## src/lfm_pkg.sv

```systemverilog
package lfm_pkg;
   localparam int unsigned ADDR_W = 48;
   localparam int unsigned LINE_OFF_W = 6;
   localparam int unsigned LINE_W = ADDR_W - LINE_OFF_W;
   localparam int unsigned LINE_BYTES = 64;
   localparam int unsigned DATA_W = LINE_BYTES * 8;
   localparam int unsigned SET_SPAN_BYTES = 32768;
   localparam int unsigned SET_W = 15 - LINE_OFF_W;
   localparam int unsigned SETS = 512;
   localparam int unsigned MISS_ENTRIES = 8;
   localparam int unsigned MISS_IDX_W = 3;
   localparam int unsigned STREAM_PRESET = 3;
   localparam int unsigned L1_SIZE_KB = 64;
   localparam int unsigned L2_SIZE_KB = 512;
   localparam logic [2:0] MT_UC = 3'h0;
   localparam logic [2:0] MT_WC = 3'h1;
   localparam logic [2:0] MT_WB = 3'h6;

   typedef enum logic [2:0] {
      LFM_OP_LOAD = 3'b000,
      LFM_OP_STORE = 3'b001,
      LFM_OP_FA_PLAIN = 3'b010,
      LFM_OP_FA_HINT = 3'b011,
      LFM_OP_FA_WRITE = 3'b100,
      LFM_OP_FA_NT = 3'b101,
      LFM_OP_STREAM_ST = 3'b110,
      LFM_OP_FENCE = 3'b111
   } lfm_op_e;

   typedef enum logic [1:0] {
      LFM_ST_INVALID = 2'b00,
      LFM_ST_SHARED = 2'b01,
      LFM_ST_EXCL = 2'b10,
      LFM_ST_MODIFIED = 2'b11
   } lfm_coh_e;

   typedef struct packed {
      logic valid;
      lfm_op_e op;
      logic [ADDR_W-1:0] addr;
      logic [1:0] hint;
      logic [2:0] range_mt;
      logic [2:0] page_mt;
      logic [DATA_W-1:0] data;
   } lfm_req_s;

   typedef struct packed {
      logic valid;
      logic [LINE_W-1:0] line;
      logic nt;
      logic write_intent;
      logic hw_stream;
   } lfm_miss_s;

   typedef struct packed {
      logic valid;
      logic [MISS_IDX_W-1:0] idx;
      logic in_l2;
   } lfm_fill_s;

   typedef struct packed {
      logic valid;
      logic [LINE_W-1:0] line;
      lfm_coh_e coh;
      logic no_wb;
   } lfm_evict_s;
endpackage

```

## src/lfm_wc_buf.sv

```systemverilog
`timescale 1ns/10ps
`default_nettype none
// one-line write-combining buffer, drained as a whole line write
module lfm_wc_buf (
   input wire logic clk_sys,
   input wire logic srst,
   input wire logic wr_valid,
   input wire logic [lfm_pkg::LINE_W-1:0] wr_line,
   input wire logic [lfm_pkg::DATA_W-1:0] wr_data,
   input wire logic flush,
   input wire logic drain_ready,
   output logic busy,
   output logic drain_valid,
   output logic [lfm_pkg::LINE_W-1:0] drain_line,
   output logic [lfm_pkg::DATA_W-1:0] drain_data
);
   typedef struct packed {
      logic held;
      logic out;
      logic [lfm_pkg::LINE_W-1:0] line;
      logic [lfm_pkg::DATA_W-1:0] data;
   } lfm_wc_s;
   lfm_wc_s st_q, st_d;

   always_comb begin
      st_d = st_q;
      if (st_q.out && drain_ready) begin
         st_d.out = 1'b0;
         st_d.held = 1'b0;
      end
      if (wr_valid && !st_q.out) begin
         if (st_q.held && st_q.line != wr_line) begin
            st_d.out = 1'b1;
         end else begin
            st_d.held = 1'b1;
            st_d.line = wr_line;
            st_d.data = wr_data;
         end
      end
      // a line already on its way out is not queued a second time
      if (flush && st_q.held && !st_q.out) begin
         st_d.out = 1'b1;
      end
   end

   always_ff @(posedge clk_sys) begin
      if (srst) begin
         st_q <= '0;
      end else begin
         st_q <= st_d;
      end
   end

   assign busy = st_q.held;
   assign drain_valid = st_q.out;
   assign drain_line = st_q.line;
   assign drain_data = st_q.data;
endmodule // lfm_wc_buf
`default_nettype wire

```

## src/lfm_miss_ctl.sv

```systemverilog
`timescale 1ns/10ps
`default_nettype none
module lfm_miss_ctl #(
   parameter int unsigned ENTRIES = lfm_pkg::MISS_ENTRIES,
   parameter int unsigned PRESET = lfm_pkg::STREAM_PRESET
) (
   input wire logic clk_sys,
   input wire logic srst,
   input wire lfm_pkg::lfm_req_s req,
   input wire logic req_hit,
   input wire logic pend_store_valid,
   input wire logic [lfm_pkg::ADDR_W-1:0] pend_store_addr,
   input wire lfm_pkg::lfm_fill_s fill,
   input wire lfm_pkg::lfm_evict_s evict,
   input wire logic mem_rd_ready,
   input wire logic mem_wr_ready,
   output logic req_ready,
   output logic [lfm_pkg::SET_W-1:0] req_set,
   output logic mem_rd_valid,
   output logic [lfm_pkg::LINE_W-1:0] mem_rd_line,
   output logic [lfm_pkg::MISS_IDX_W-1:0] mem_rd_idx,
   output logic fill_we,
   output logic [lfm_pkg::LINE_W-1:0] fill_line,
   output lfm_pkg::lfm_coh_e fill_coh,
   output logic fill_no_wb,
   output logic wb_valid,
   output logic [lfm_pkg::LINE_W-1:0] wb_line,
   output logic mem_wr_valid,
   output logic [lfm_pkg::LINE_W-1:0] mem_wr_line,
   output logic [lfm_pkg::DATA_W-1:0] mem_wr_data,
   output logic [15:0] id_l1_kb,
   output logic [15:0] id_l2_kb
);
   localparam int unsigned LW = lfm_pkg::LINE_W;
   localparam logic [LW-1:0] ONE_LINE = LW'(1);
   localparam logic [3:0] PRESET_N = 4'(PRESET);
   localparam int unsigned IW = lfm_pkg::MISS_IDX_W;
   localparam logic [IW-1:0] LAST_IDX = IW'(ENTRIES - 1);
   localparam logic [IW-1:0] ONE_IDX = IW'(1);

   typedef struct packed {
      lfm_pkg::lfm_miss_s [ENTRIES-1:0] ent;
      logic [ENTRIES-1:0] sent;
      logic [LW-1:0] last_miss;
      logic last_miss_v;
      logic stream_v;
      logic stream_nt;
      logic [LW-1:0] stream_next;
      logic [LW-1:0] stream_head;
      logic [3:0] stream_owed;
      logic rd_v;
      logic [LW-1:0] rd_line;
      logic [lfm_pkg::MISS_IDX_W-1:0] rd_idx;
      logic [lfm_pkg::MISS_IDX_W-1:0] alloc_ptr;
      logic [lfm_pkg::MISS_IDX_W-1:0] send_ptr;
      logic fw;
      logic [LW-1:0] fw_line;
      lfm_pkg::lfm_coh_e fw_coh;
      logic fw_nowb;
      logic wb_v;
      logic [LW-1:0] wb_l;
      logic ready;
      logic [lfm_pkg::SET_W-1:0] set;
      logic [15:0] l1kb;
      logic [15:0] l2kb;
   } lfm_st_s;
   lfm_st_s st_q, st_d;

   logic [LW-1:0] req_line;
   logic is_fa, is_read, is_wc, is_stream_st, store_block, match_any, full, free_v;
   logic demand_miss, wc_other, wc_flush, accept_ok;
   logic [lfm_pkg::MISS_IDX_W-1:0] free_idx, send_idx;
   logic send_v, wc_busy, wc_drain_v;
   logic [LW-1:0] wc_drain_line;
   logic [lfm_pkg::DATA_W-1:0] wc_drain_data;
   logic [ENTRIES-1:0] match_vec;

   assign req_line = req.addr[lfm_pkg::ADDR_W-1:lfm_pkg::LINE_OFF_W];
   assign is_fa = (req.op == lfm_pkg::LFM_OP_FA_PLAIN) || (req.op == lfm_pkg::LFM_OP_FA_HINT)
      || (req.op == lfm_pkg::LFM_OP_FA_WRITE) || (req.op == lfm_pkg::LFM_OP_FA_NT);
   assign is_wc = (req.range_mt == lfm_pkg::MT_WC) || (req.page_mt == lfm_pkg::MT_WC);
   assign is_stream_st = req.valid && (req.op == lfm_pkg::LFM_OP_STREAM_ST
      || (req.op == lfm_pkg::LFM_OP_STORE && is_wc));
   assign is_read = req.valid && (is_fa || req.op == lfm_pkg::LFM_OP_LOAD) && !req_hit;
   assign store_block = is_fa && pend_store_valid
      && pend_store_addr[lfm_pkg::ADDR_W-1:lfm_pkg::LINE_OFF_W] == req_line;
   assign demand_miss = is_read && !match_any;
   // a streaming store waits while the buffer holds another line or is draining
   assign wc_other = is_stream_st && wc_busy && (wc_drain_v || wc_drain_line != req_line);
   // fence and normal stores wait for the buffer to empty, and their wait drains it
   assign wc_flush = (req.valid && (req.op == lfm_pkg::LFM_OP_FENCE
      || (req.op == lfm_pkg::LFM_OP_STORE && !is_wc))) || wc_other;
   assign accept_ok = !(demand_miss && full) && !store_block && !wc_other
      && !(wc_flush && wc_busy);

   genvar gi;
   generate
      for (gi = 0; gi < ENTRIES; gi++) begin : g_ent
         assign match_vec[gi] = st_q.ent[gi].valid && st_q.ent[gi].line == req_line;
      end
   endgenerate
   assign match_any = |match_vec;
   // allocation is strictly circular: an out-of-order fill is reused only when the pointer
   // comes round, traded for sending reads in issue order
   assign full = st_q.ent[st_q.alloc_ptr].valid;

   always_comb begin
      free_v = !full;
      free_idx = st_q.alloc_ptr;
      send_idx = st_q.send_ptr;
      send_v = st_q.ent[st_q.send_ptr].valid && !st_q.sent[st_q.send_ptr];
   end

   always_comb begin
      st_d = st_q;
      st_d.fw = 1'b0;
      st_d.wb_v = 1'b0;
      st_d.l1kb = 16'(lfm_pkg::L1_SIZE_KB);
      st_d.l2kb = 16'(lfm_pkg::L2_SIZE_KB);
      st_d.set = req.addr[lfm_pkg::LINE_OFF_W+lfm_pkg::SET_W-1:lfm_pkg::LINE_OFF_W];
      // ready speaks only for a request already seen, and drops for a cycle after a take
      st_d.ready = req.valid && !st_q.ready && accept_ok;
      if (st_q.rd_v && mem_rd_ready) begin
         st_d.rd_v = 1'b0;
      end
      if (send_v && (!st_q.rd_v || mem_rd_ready)) begin
         st_d.rd_v = 1'b1;
         st_d.rd_line = st_q.ent[send_idx].line;
         st_d.rd_idx = send_idx;
         st_d.sent[send_idx] = 1'b1;
         st_d.send_ptr = (st_q.send_ptr == LAST_IDX) ? '0 : st_q.send_ptr + ONE_IDX;
      end
      if (fill.valid && st_q.ent[fill.idx].valid) begin
         st_d.fw = 1'b1;
         st_d.fw_line = st_q.ent[fill.idx].line;
         st_d.fw_coh = st_q.ent[fill.idx].write_intent ? lfm_pkg::LFM_ST_MODIFIED
            : lfm_pkg::LFM_ST_EXCL;
         st_d.fw_nowb = st_q.ent[fill.idx].nt
            && (!fill.in_l2 || st_q.ent[fill.idx].hw_stream);
         st_d.ent[fill.idx].valid = 1'b0;
         st_d.sent[fill.idx] = 1'b0;
      end
      if (evict.valid && !evict.no_wb) begin
         st_d.wb_v = 1'b1;
         st_d.wb_l = evict.line;
      end
      if (is_read && st_q.ready && !match_any && free_v && !store_block) begin
         st_d.ent[free_idx].valid = 1'b1;
         st_d.ent[free_idx].line = req_line;
         st_d.ent[free_idx].nt = (req.op == lfm_pkg::LFM_OP_FA_NT);
         st_d.ent[free_idx].write_intent = (req.op == lfm_pkg::LFM_OP_FA_WRITE);
         st_d.ent[free_idx].hw_stream = 1'b0;
         st_d.sent[free_idx] = 1'b0;
         st_d.alloc_ptr = (st_q.alloc_ptr == LAST_IDX) ? '0 : st_q.alloc_ptr + ONE_IDX;
         st_d.last_miss = req_line;
         st_d.last_miss_v = 1'b1;
         if (st_q.last_miss_v && req_line == st_q.last_miss + ONE_LINE) begin
            st_d.stream_v = 1'b1;
            st_d.stream_nt = (req.op == lfm_pkg::LFM_OP_FA_NT);
            st_d.stream_next = req_line + ONE_LINE;
            st_d.stream_head = req_line + ONE_LINE;
            st_d.stream_owed = PRESET_N;
         end
      end else if (req.valid && st_q.ready && st_q.stream_v && !is_stream_st
            && req_line == st_q.stream_head) begin
         st_d.stream_head = st_q.stream_head + ONE_LINE;
         st_d.stream_owed = st_q.stream_owed + 4'h1;
      end
      if (st_q.stream_v && st_q.stream_owed != 4'h0 && free_v
            && !demand_miss) begin
         st_d.ent[free_idx].valid = 1'b1;
         st_d.ent[free_idx].line = st_q.stream_next;
         st_d.ent[free_idx].nt = st_q.stream_nt;
         st_d.ent[free_idx].write_intent = 1'b0;
         st_d.ent[free_idx].hw_stream = 1'b1;
         st_d.sent[free_idx] = 1'b0;
         st_d.alloc_ptr = (st_q.alloc_ptr == LAST_IDX) ? '0 : st_q.alloc_ptr + ONE_IDX;
         st_d.stream_next = st_q.stream_next + ONE_LINE;
         st_d.stream_owed = st_d.stream_owed - 4'h1;
      end
   end

   always_ff @(posedge clk_sys) begin
      if (srst) begin
         st_q <= '0;
      end else begin
         st_q <= st_d;
      end
   end

   // streaming data never allocates a miss entry, so no line read is made
   lfm_wc_buf u_wc (
      .clk_sys(clk_sys),
      .srst(srst),
      .wr_valid(is_stream_st && st_q.ready),
      .wr_line(req_line),
      .wr_data(req.data),
      .flush(wc_flush),
      .drain_ready(mem_wr_ready),
      .busy(wc_busy),
      .drain_valid(wc_drain_v),
      .drain_line(wc_drain_line),
      .drain_data(wc_drain_data)
   );

   assign req_ready = st_q.ready;
   assign req_set = st_q.set;
   assign mem_rd_valid = st_q.rd_v;
   assign mem_rd_line = st_q.rd_line;
   assign mem_rd_idx = st_q.rd_idx;
   assign fill_we = st_q.fw;
   assign fill_line = st_q.fw_line;
   assign fill_coh = st_q.fw_coh;
   assign fill_no_wb = st_q.fw_nowb;
   assign wb_valid = st_q.wb_v;
   assign wb_line = st_q.wb_l;
   assign mem_wr_valid = wc_drain_v;
   assign mem_wr_line = wc_drain_line;
   assign mem_wr_data = wc_drain_data;
   assign id_l1_kb = st_q.l1kb;
   assign id_l2_kb = st_q.l2kb;
endmodule // lfm_miss_ctl
`default_nettype wire

```

## config.mk

```make
export PLATFORM = sky130hd
export DESIGN_NAME = lfm_miss_ctl
export DESIGN_NICKNAME = d
export VERILOG_FILES = /design/src/lfm_pkg.sv /design/src/lfm_wc_buf.sv /design/src/lfm_miss_ctl.sv
export SDC_FILE = /design/constraint.sdc
export NUM_CORES = 2
export LEC_CHECK = 0
export BUFFER_PORTS_ARGS = -buffer_cell sky130_fd_sc_hd__buf_2
export CAP_MARGIN = 0
export CORE_AREA = 4 4 550 552
export CTS_CLUSTER_SIZE = 28
export DETAILED_ROUTE_END_ITERATION = 10
export DIE_AREA = 0 0 554 556
export MAX_ROUTING_LAYER = met4
export PLACE_DENSITY = 0.47
export RECOVER_POWER = 50
export SYNTH_ARGS = -nofsm -noshare
export SYNTH_HDL_FRONTEND = slang
export SYNTH_SLANG_ARGS = --single-unit
```

## constraint.sdc

```tcl
create_clock -name clk_sys -period 4.25 [get_ports clk_sys]
set_input_delay 0.85 -clock clk_sys [delete_from_list [all_inputs] [get_ports clk_sys]]
set_output_delay 0.85 -clock clk_sys [all_outputs]
set_load 0.01 [all_outputs]
```

==> metrics.txt <==
# TYPE chip_impl_metric gauge
chip_impl_metric{name="layout.core_utilization",unit="%"} 28.2
chip_impl_metric{name="antenna_found_initial",unit=""} 211
chip_impl_metric{name="synth_cell_types",unit=""} 88
chip_impl_metric{name="die_x",unit="um"} 554
chip_impl_metric{name="drt_wl_total",unit="um"} 526000
chip_impl_info{name="crit_path_start_kind",value="flop"} 1
chip_impl_metric{name="synth-seq-cells",unit=""} 1217
chip_impl_metric{name="cts.sink_count",unit=""} 1217
chip_impl_metric{name="first_global_vias",unit=""} 63600
chip_impl_metric{name="synthesis.area_per_instance",unit="um2"} 8.18
chip_impl_metric{name="drt_pass1_iterations",unit=""} 6
chip_impl_info{name="cp_class",value="reg2reg"} 1
chip_impl_metric{name="synth.cell_area",unit="mm2"} 0.0611
chip_impl_metric{name="final_nets",unit=""} 9792
chip_impl_info{name="rsz0062_at_grt",value="no"} 1
chip_impl_metric{name="postCtsHoldBufs",unit=""} 0
chip_impl_metric{name="synthCells",unit=""} 7463
chip_impl_metric{name="clk_transition_reported_paths",unit="ps"} 60
chip_impl_metric{name="grt_max_degree",unit=""} 202
chip_impl_metric{name="post_drt_wl_per_cell",unit="um"} 39.7
chip_impl_metric{name="power.static_leakage",unit="nW"} 31.4
chip_impl_metric{name="cts_buffers",unit=""} 170
chip_impl_metric{name="arrival",unit="ps"} 4930
chip_impl_metric{name="max_slew.worst_pin.slew",unit="ps"} 2850
chip_impl_metric{name="die-height",unit="um"} 556
chip_impl_metric{name="power_density",unit="mW/mm2"} 355
chip_impl_metric{name="number_of_enable_flip_flop_cells_after_synthesis",unit=""} 0
chip_impl_metric{name="postRouteAntennaNets",unit=""} 0
chip_impl_metric{name="drv_slew",unit=""} 325
chip_impl_metric{name="via_per_inst",unit=""} 5.08
chip_impl_metric{name="drt_first_iter_violations",unit=""} 7197
chip_impl_metric{name="worstPathMaxFanout",unit=""} 45
chip_impl_metric{name="floorplan.io_pins",unit=""} 1409
chip_impl_metric{name="remaining_drc_errors",unit=""} 0
chip_impl_metric{name="initial_standard_cell_utilization_of_the_core",unit="%"} 20.6
chip_impl_metric{name="global_route.overflow_total",unit=""} 0
chip_impl_metric{name="grt_pass1_wl",unit="um"} 667000
chip_impl_info{name="hold_path.class",value="in2reg"} 1
chip_impl_metric{name="finish.cell_count_without_fillers",unit=""} 13200
chip_impl_metric{name="synth_sequential_area_ratio",unit="%"} 39.9
chip_impl_metric{name="switching_power_as_a_share_of_total_power",unit="%"} 27.4
chip_impl_metric{name="die_area",unit="mm2"} 0.308
chip_impl_metric{name="final_layout_size_suffix_gt1_share",unit="%"} 22.2
chip_impl_metric{name="cap_viol_max_count",unit=""} 3
chip_impl_metric{name="timing.fmax",unit="MHz"} 236
chip_impl_metric{name="vias",unit=""} 67300
chip_impl_metric{name="fin_crit_sh",unit="%"} 99.5
chip_impl_metric{name="finClkSkew",unit="ps"} 62.5
chip_impl_info{name="tritoncts",value="done"} 1
chip_impl_metric{name="holdPathStages",unit=""} 3
chip_impl_metric{name="final_period_minus_worst_setup_slack",unit="ps"} 4230
chip_impl_info{name="end_kind",value="flop"} 1
chip_impl_metric{name="groute.usage.overall",unit="%"} 33.6
chip_impl_metric{name="power.share.clock",unit="%"} 51.7
chip_impl_info{name="synth_area_leader_cell",value="dfxtp_1"} 1
chip_impl_metric{name="routabilityCongestion",unit=""} 1.03
chip_impl_metric{name="placedCellCount",unit=""} 12900
chip_impl_metric{name="yosys.area.top_type_share",unit="%"} 39.9
chip_impl_metric{name="worst-endpoint-required",unit="ps"} 4950
chip_impl_info{name="cts_root_buffer",value="clkbuf_16"} 1
chip_impl_metric{name="area_growth_syn_to_layout",unit="%"} 37.1
chip_impl_info{name="failing_checks",value="max-capacitance violations, max-slew violations"} 1
chip_impl_metric{name="yosysWarningCount",unit=""} 0
chip_impl_metric{name="place.detailed.hpwl",unit="um"} 432000
chip_impl_metric{name="ys_async_sr_fraction",unit="%"} 0
chip_impl_metric{name="holdWs",unit="ps"} 205
chip_impl_info{name="status",value="finished with violations"} 1
chip_impl_metric{name="p_seq_share",unit="%"} 38.9
chip_impl_metric{name="slew_headroom",unit="%"} -90.2
chip_impl_metric{name="fp-row-count",unit=""} 200
chip_impl_metric{name="clk_path_buf_depth",unit=""} 4
chip_impl_metric{name="power_report.internal_total",unit="mW"} 21.6
chip_impl_metric{name="insertion_delay",unit="ps"} 890
chip_impl_metric{name="port_buffers",unit=""} 1362
chip_impl_metric{name="htree_levels",unit=""} 4
chip_impl_info{name="synthFlopType",value="dfxtp_1"} 1
chip_impl_metric{name="final-setup-viol-count",unit=""} 0
chip_impl_metric{name="coreArea",unit="mm2"} 0.297
chip_impl_metric{name="timing.final.hold_violations",unit=""} 0
chip_impl_info{name="synthTopCellsByArea",value="dfxtp_1 (40%), nand2_1 (8.9%), a21oi_1 (6.3%), xnor2_1 (5.6%), mux2i_1 (4.9%)"} 1
chip_impl_metric{name="switchingPower",unit="mW"} 8.14
chip_impl_metric{name="ir_drop",unit="mV"} 0.274
chip_impl_metric{name="comb_power_share",unit="%"} 9.4
chip_impl_metric{name="worstRegToRegCells",unit=""} 13
[placed cells by master (no fill, tap or decap), types with 120 or more instances in the layout]
| cell | n |
|---|---|
| mux2i_1 | 300 |
| clkbuf_1 | 751 |
| xnor2_1 | 391 |
| buf_2 | 657 |
| clkbuf_16 | 175 |
| buf_4 | 726 |
| xor2_1 | 123 |
| a21oi_1 | 765 |
| nor2_1 | 680 |
| buf_12 | 202 |
| nand2_1 | 1432 |
| a211oi_1 | 354 |
| dfxtp_1 | 1215 |
| nand4_1 | 120 |
[cell families after synthesis]
group | synth area share, %
and+or+nand+nor | 19.8
AOI/OAI and AO/OA | 17.2
DFF | 39.9
buffers and inverters | 7.16
xor gates and xnor gates | 7.37
muxes | 8.35
adders and majority gates | 0.225
other | 0.00614
[critical path, stage by stage (launching register included)]
cell	delay (ps)
dfxtp_1	580
nand2b_1	180
o2111ai_1	120
nor4_1	880
nand4_1	210
buf_4	220
nand4_1	90
nor3b_1	80
or2_1	320
buf_12	180
or4_2	640
buf_12	220
nor2_1	170
a211oi_1	70
[per-layer routing]
| metal | global-route usage [%] | up-vias | wire length [um] |
|---|---|---|---|
| met5 | - | - | 0 |
| met4 | 17.3 | 0 | 35900 |
| met3 | 11.9 | 808 | 54800 |
| met2 | 52.6 | 3631 | 237000 |
| met1 | 37.7 | 33600 | 199000 |
| li1 | - | 29200 | - |
[synthesized netlist by cell type (all sizes together), types with 11 or more instances]
cell type and n:
nand4b 11, nand3b 19, o21ai 62, ha 11
o2111ai 14, xor2 123, a22o 89, and4 14
or2 15, nor4 82, nand2 1443, or3 38
xnor2 391, clkbuf 532, nor3b 12, mux4 90
a221oi 89, a31oi 74, dfxtp 1217, nor3 59
and2 23, a21oi 766, or4 20, nand3 89
o211ai 19, nor2b 28, a211oi 354, nand4 121
nand2b 54, nor2 682, a311oi 86, buf 348
inv 44, and3 33, mux2i 300
[worst paths after layout]
| kind | to | slack (ps) | start |
|---|---|---|---|
| max | st_q[480] | 20 | st_q[615] |
| min | u_wc.drain_data[457] | 200 | req[457] |
| max reg2reg | st_q[480] | 20 | st_q[615] |
| min reg2reg | st_q[508] | 450 | st_q[508] |
[state kept, by name, indices dropped and copies added (netlist names)]
| name | flops |
|---|---|
| id_l2_kb | 1 |
| wb_line | 42 |
| fill_we | 1 |
| fill_no_wb | 1 |
| mem_rd_valid | 1 |
| u_wc.drain_data | 512 |
| fill_coh | 2 |
| send_idx | 3 |
| fill_line | 42 |
| u_wc.drain_line | 42 |
| mem_rd_line | 42 |
| u_wc.busy | 1 |
| st_q | 509 |
| req_set | 9 |
| mem_rd_idx | 3 |
| wb_valid | 1 |
| free_idx | 3 |
| req_ready | 1 |
| u_wc.drain_valid | 1 |
[timing repair]
| item | CTS | global route |
|---|---|---|
| pin swaps | 2 | 2 |
| cloned | 0 | 1 |
| endpoints found under the setup margin | 196 | 234 |
| gates resized for setup | 14 | 11 |
| buffers inserted | 1 | 1 |
[power groups by stage]
stage | clock network (mW) | logic (mW) | registers (mW)
2_1_floorplan | 0 | 1.01 | 11.8
3_3_place_gp | 0 | 2.80 | 11.8
3_5_place_dp | 0 | 2.79 | 11.8
4_1_cts | 15.7 | 2.81 | 11.6
5_1_grt | 16.0 | 2.87 | 11.6
6_report | 15.4 | 2.80 | 11.6
[area by class of cell]
class | instances | area [um2]
Tap cell | 3939 | 4930
Clock buffer | 246 | 4950
Multi-Input combinational cell | 5344 | 32600
Antenna cell | 64 | 160
Inverter | 51 | 191
Fill cell | 32400 | 213000
Sequential cell | 1217 | 24400
Timing Repair Buffer | 2320 | 15700
Clock inverter | 59 | 820
[stage by stage]
stage,total power [mW],setup TNS [ps],setup WS [ps],instance area [um2]
6_report,29.7,0,20.9,83700
5_1_grt,30.5,0,13.5,83600
4_1_cts,30.1,-6.21,-3.13,84500
3_5_place_dp,14.6,-734620,-1150,78700
3_3_place_gp,14.6,-755500,-1200,78700
2_1_floorplan,12.8,0,384,61200
No activity file was read; power rests on OpenSTA's default activity.
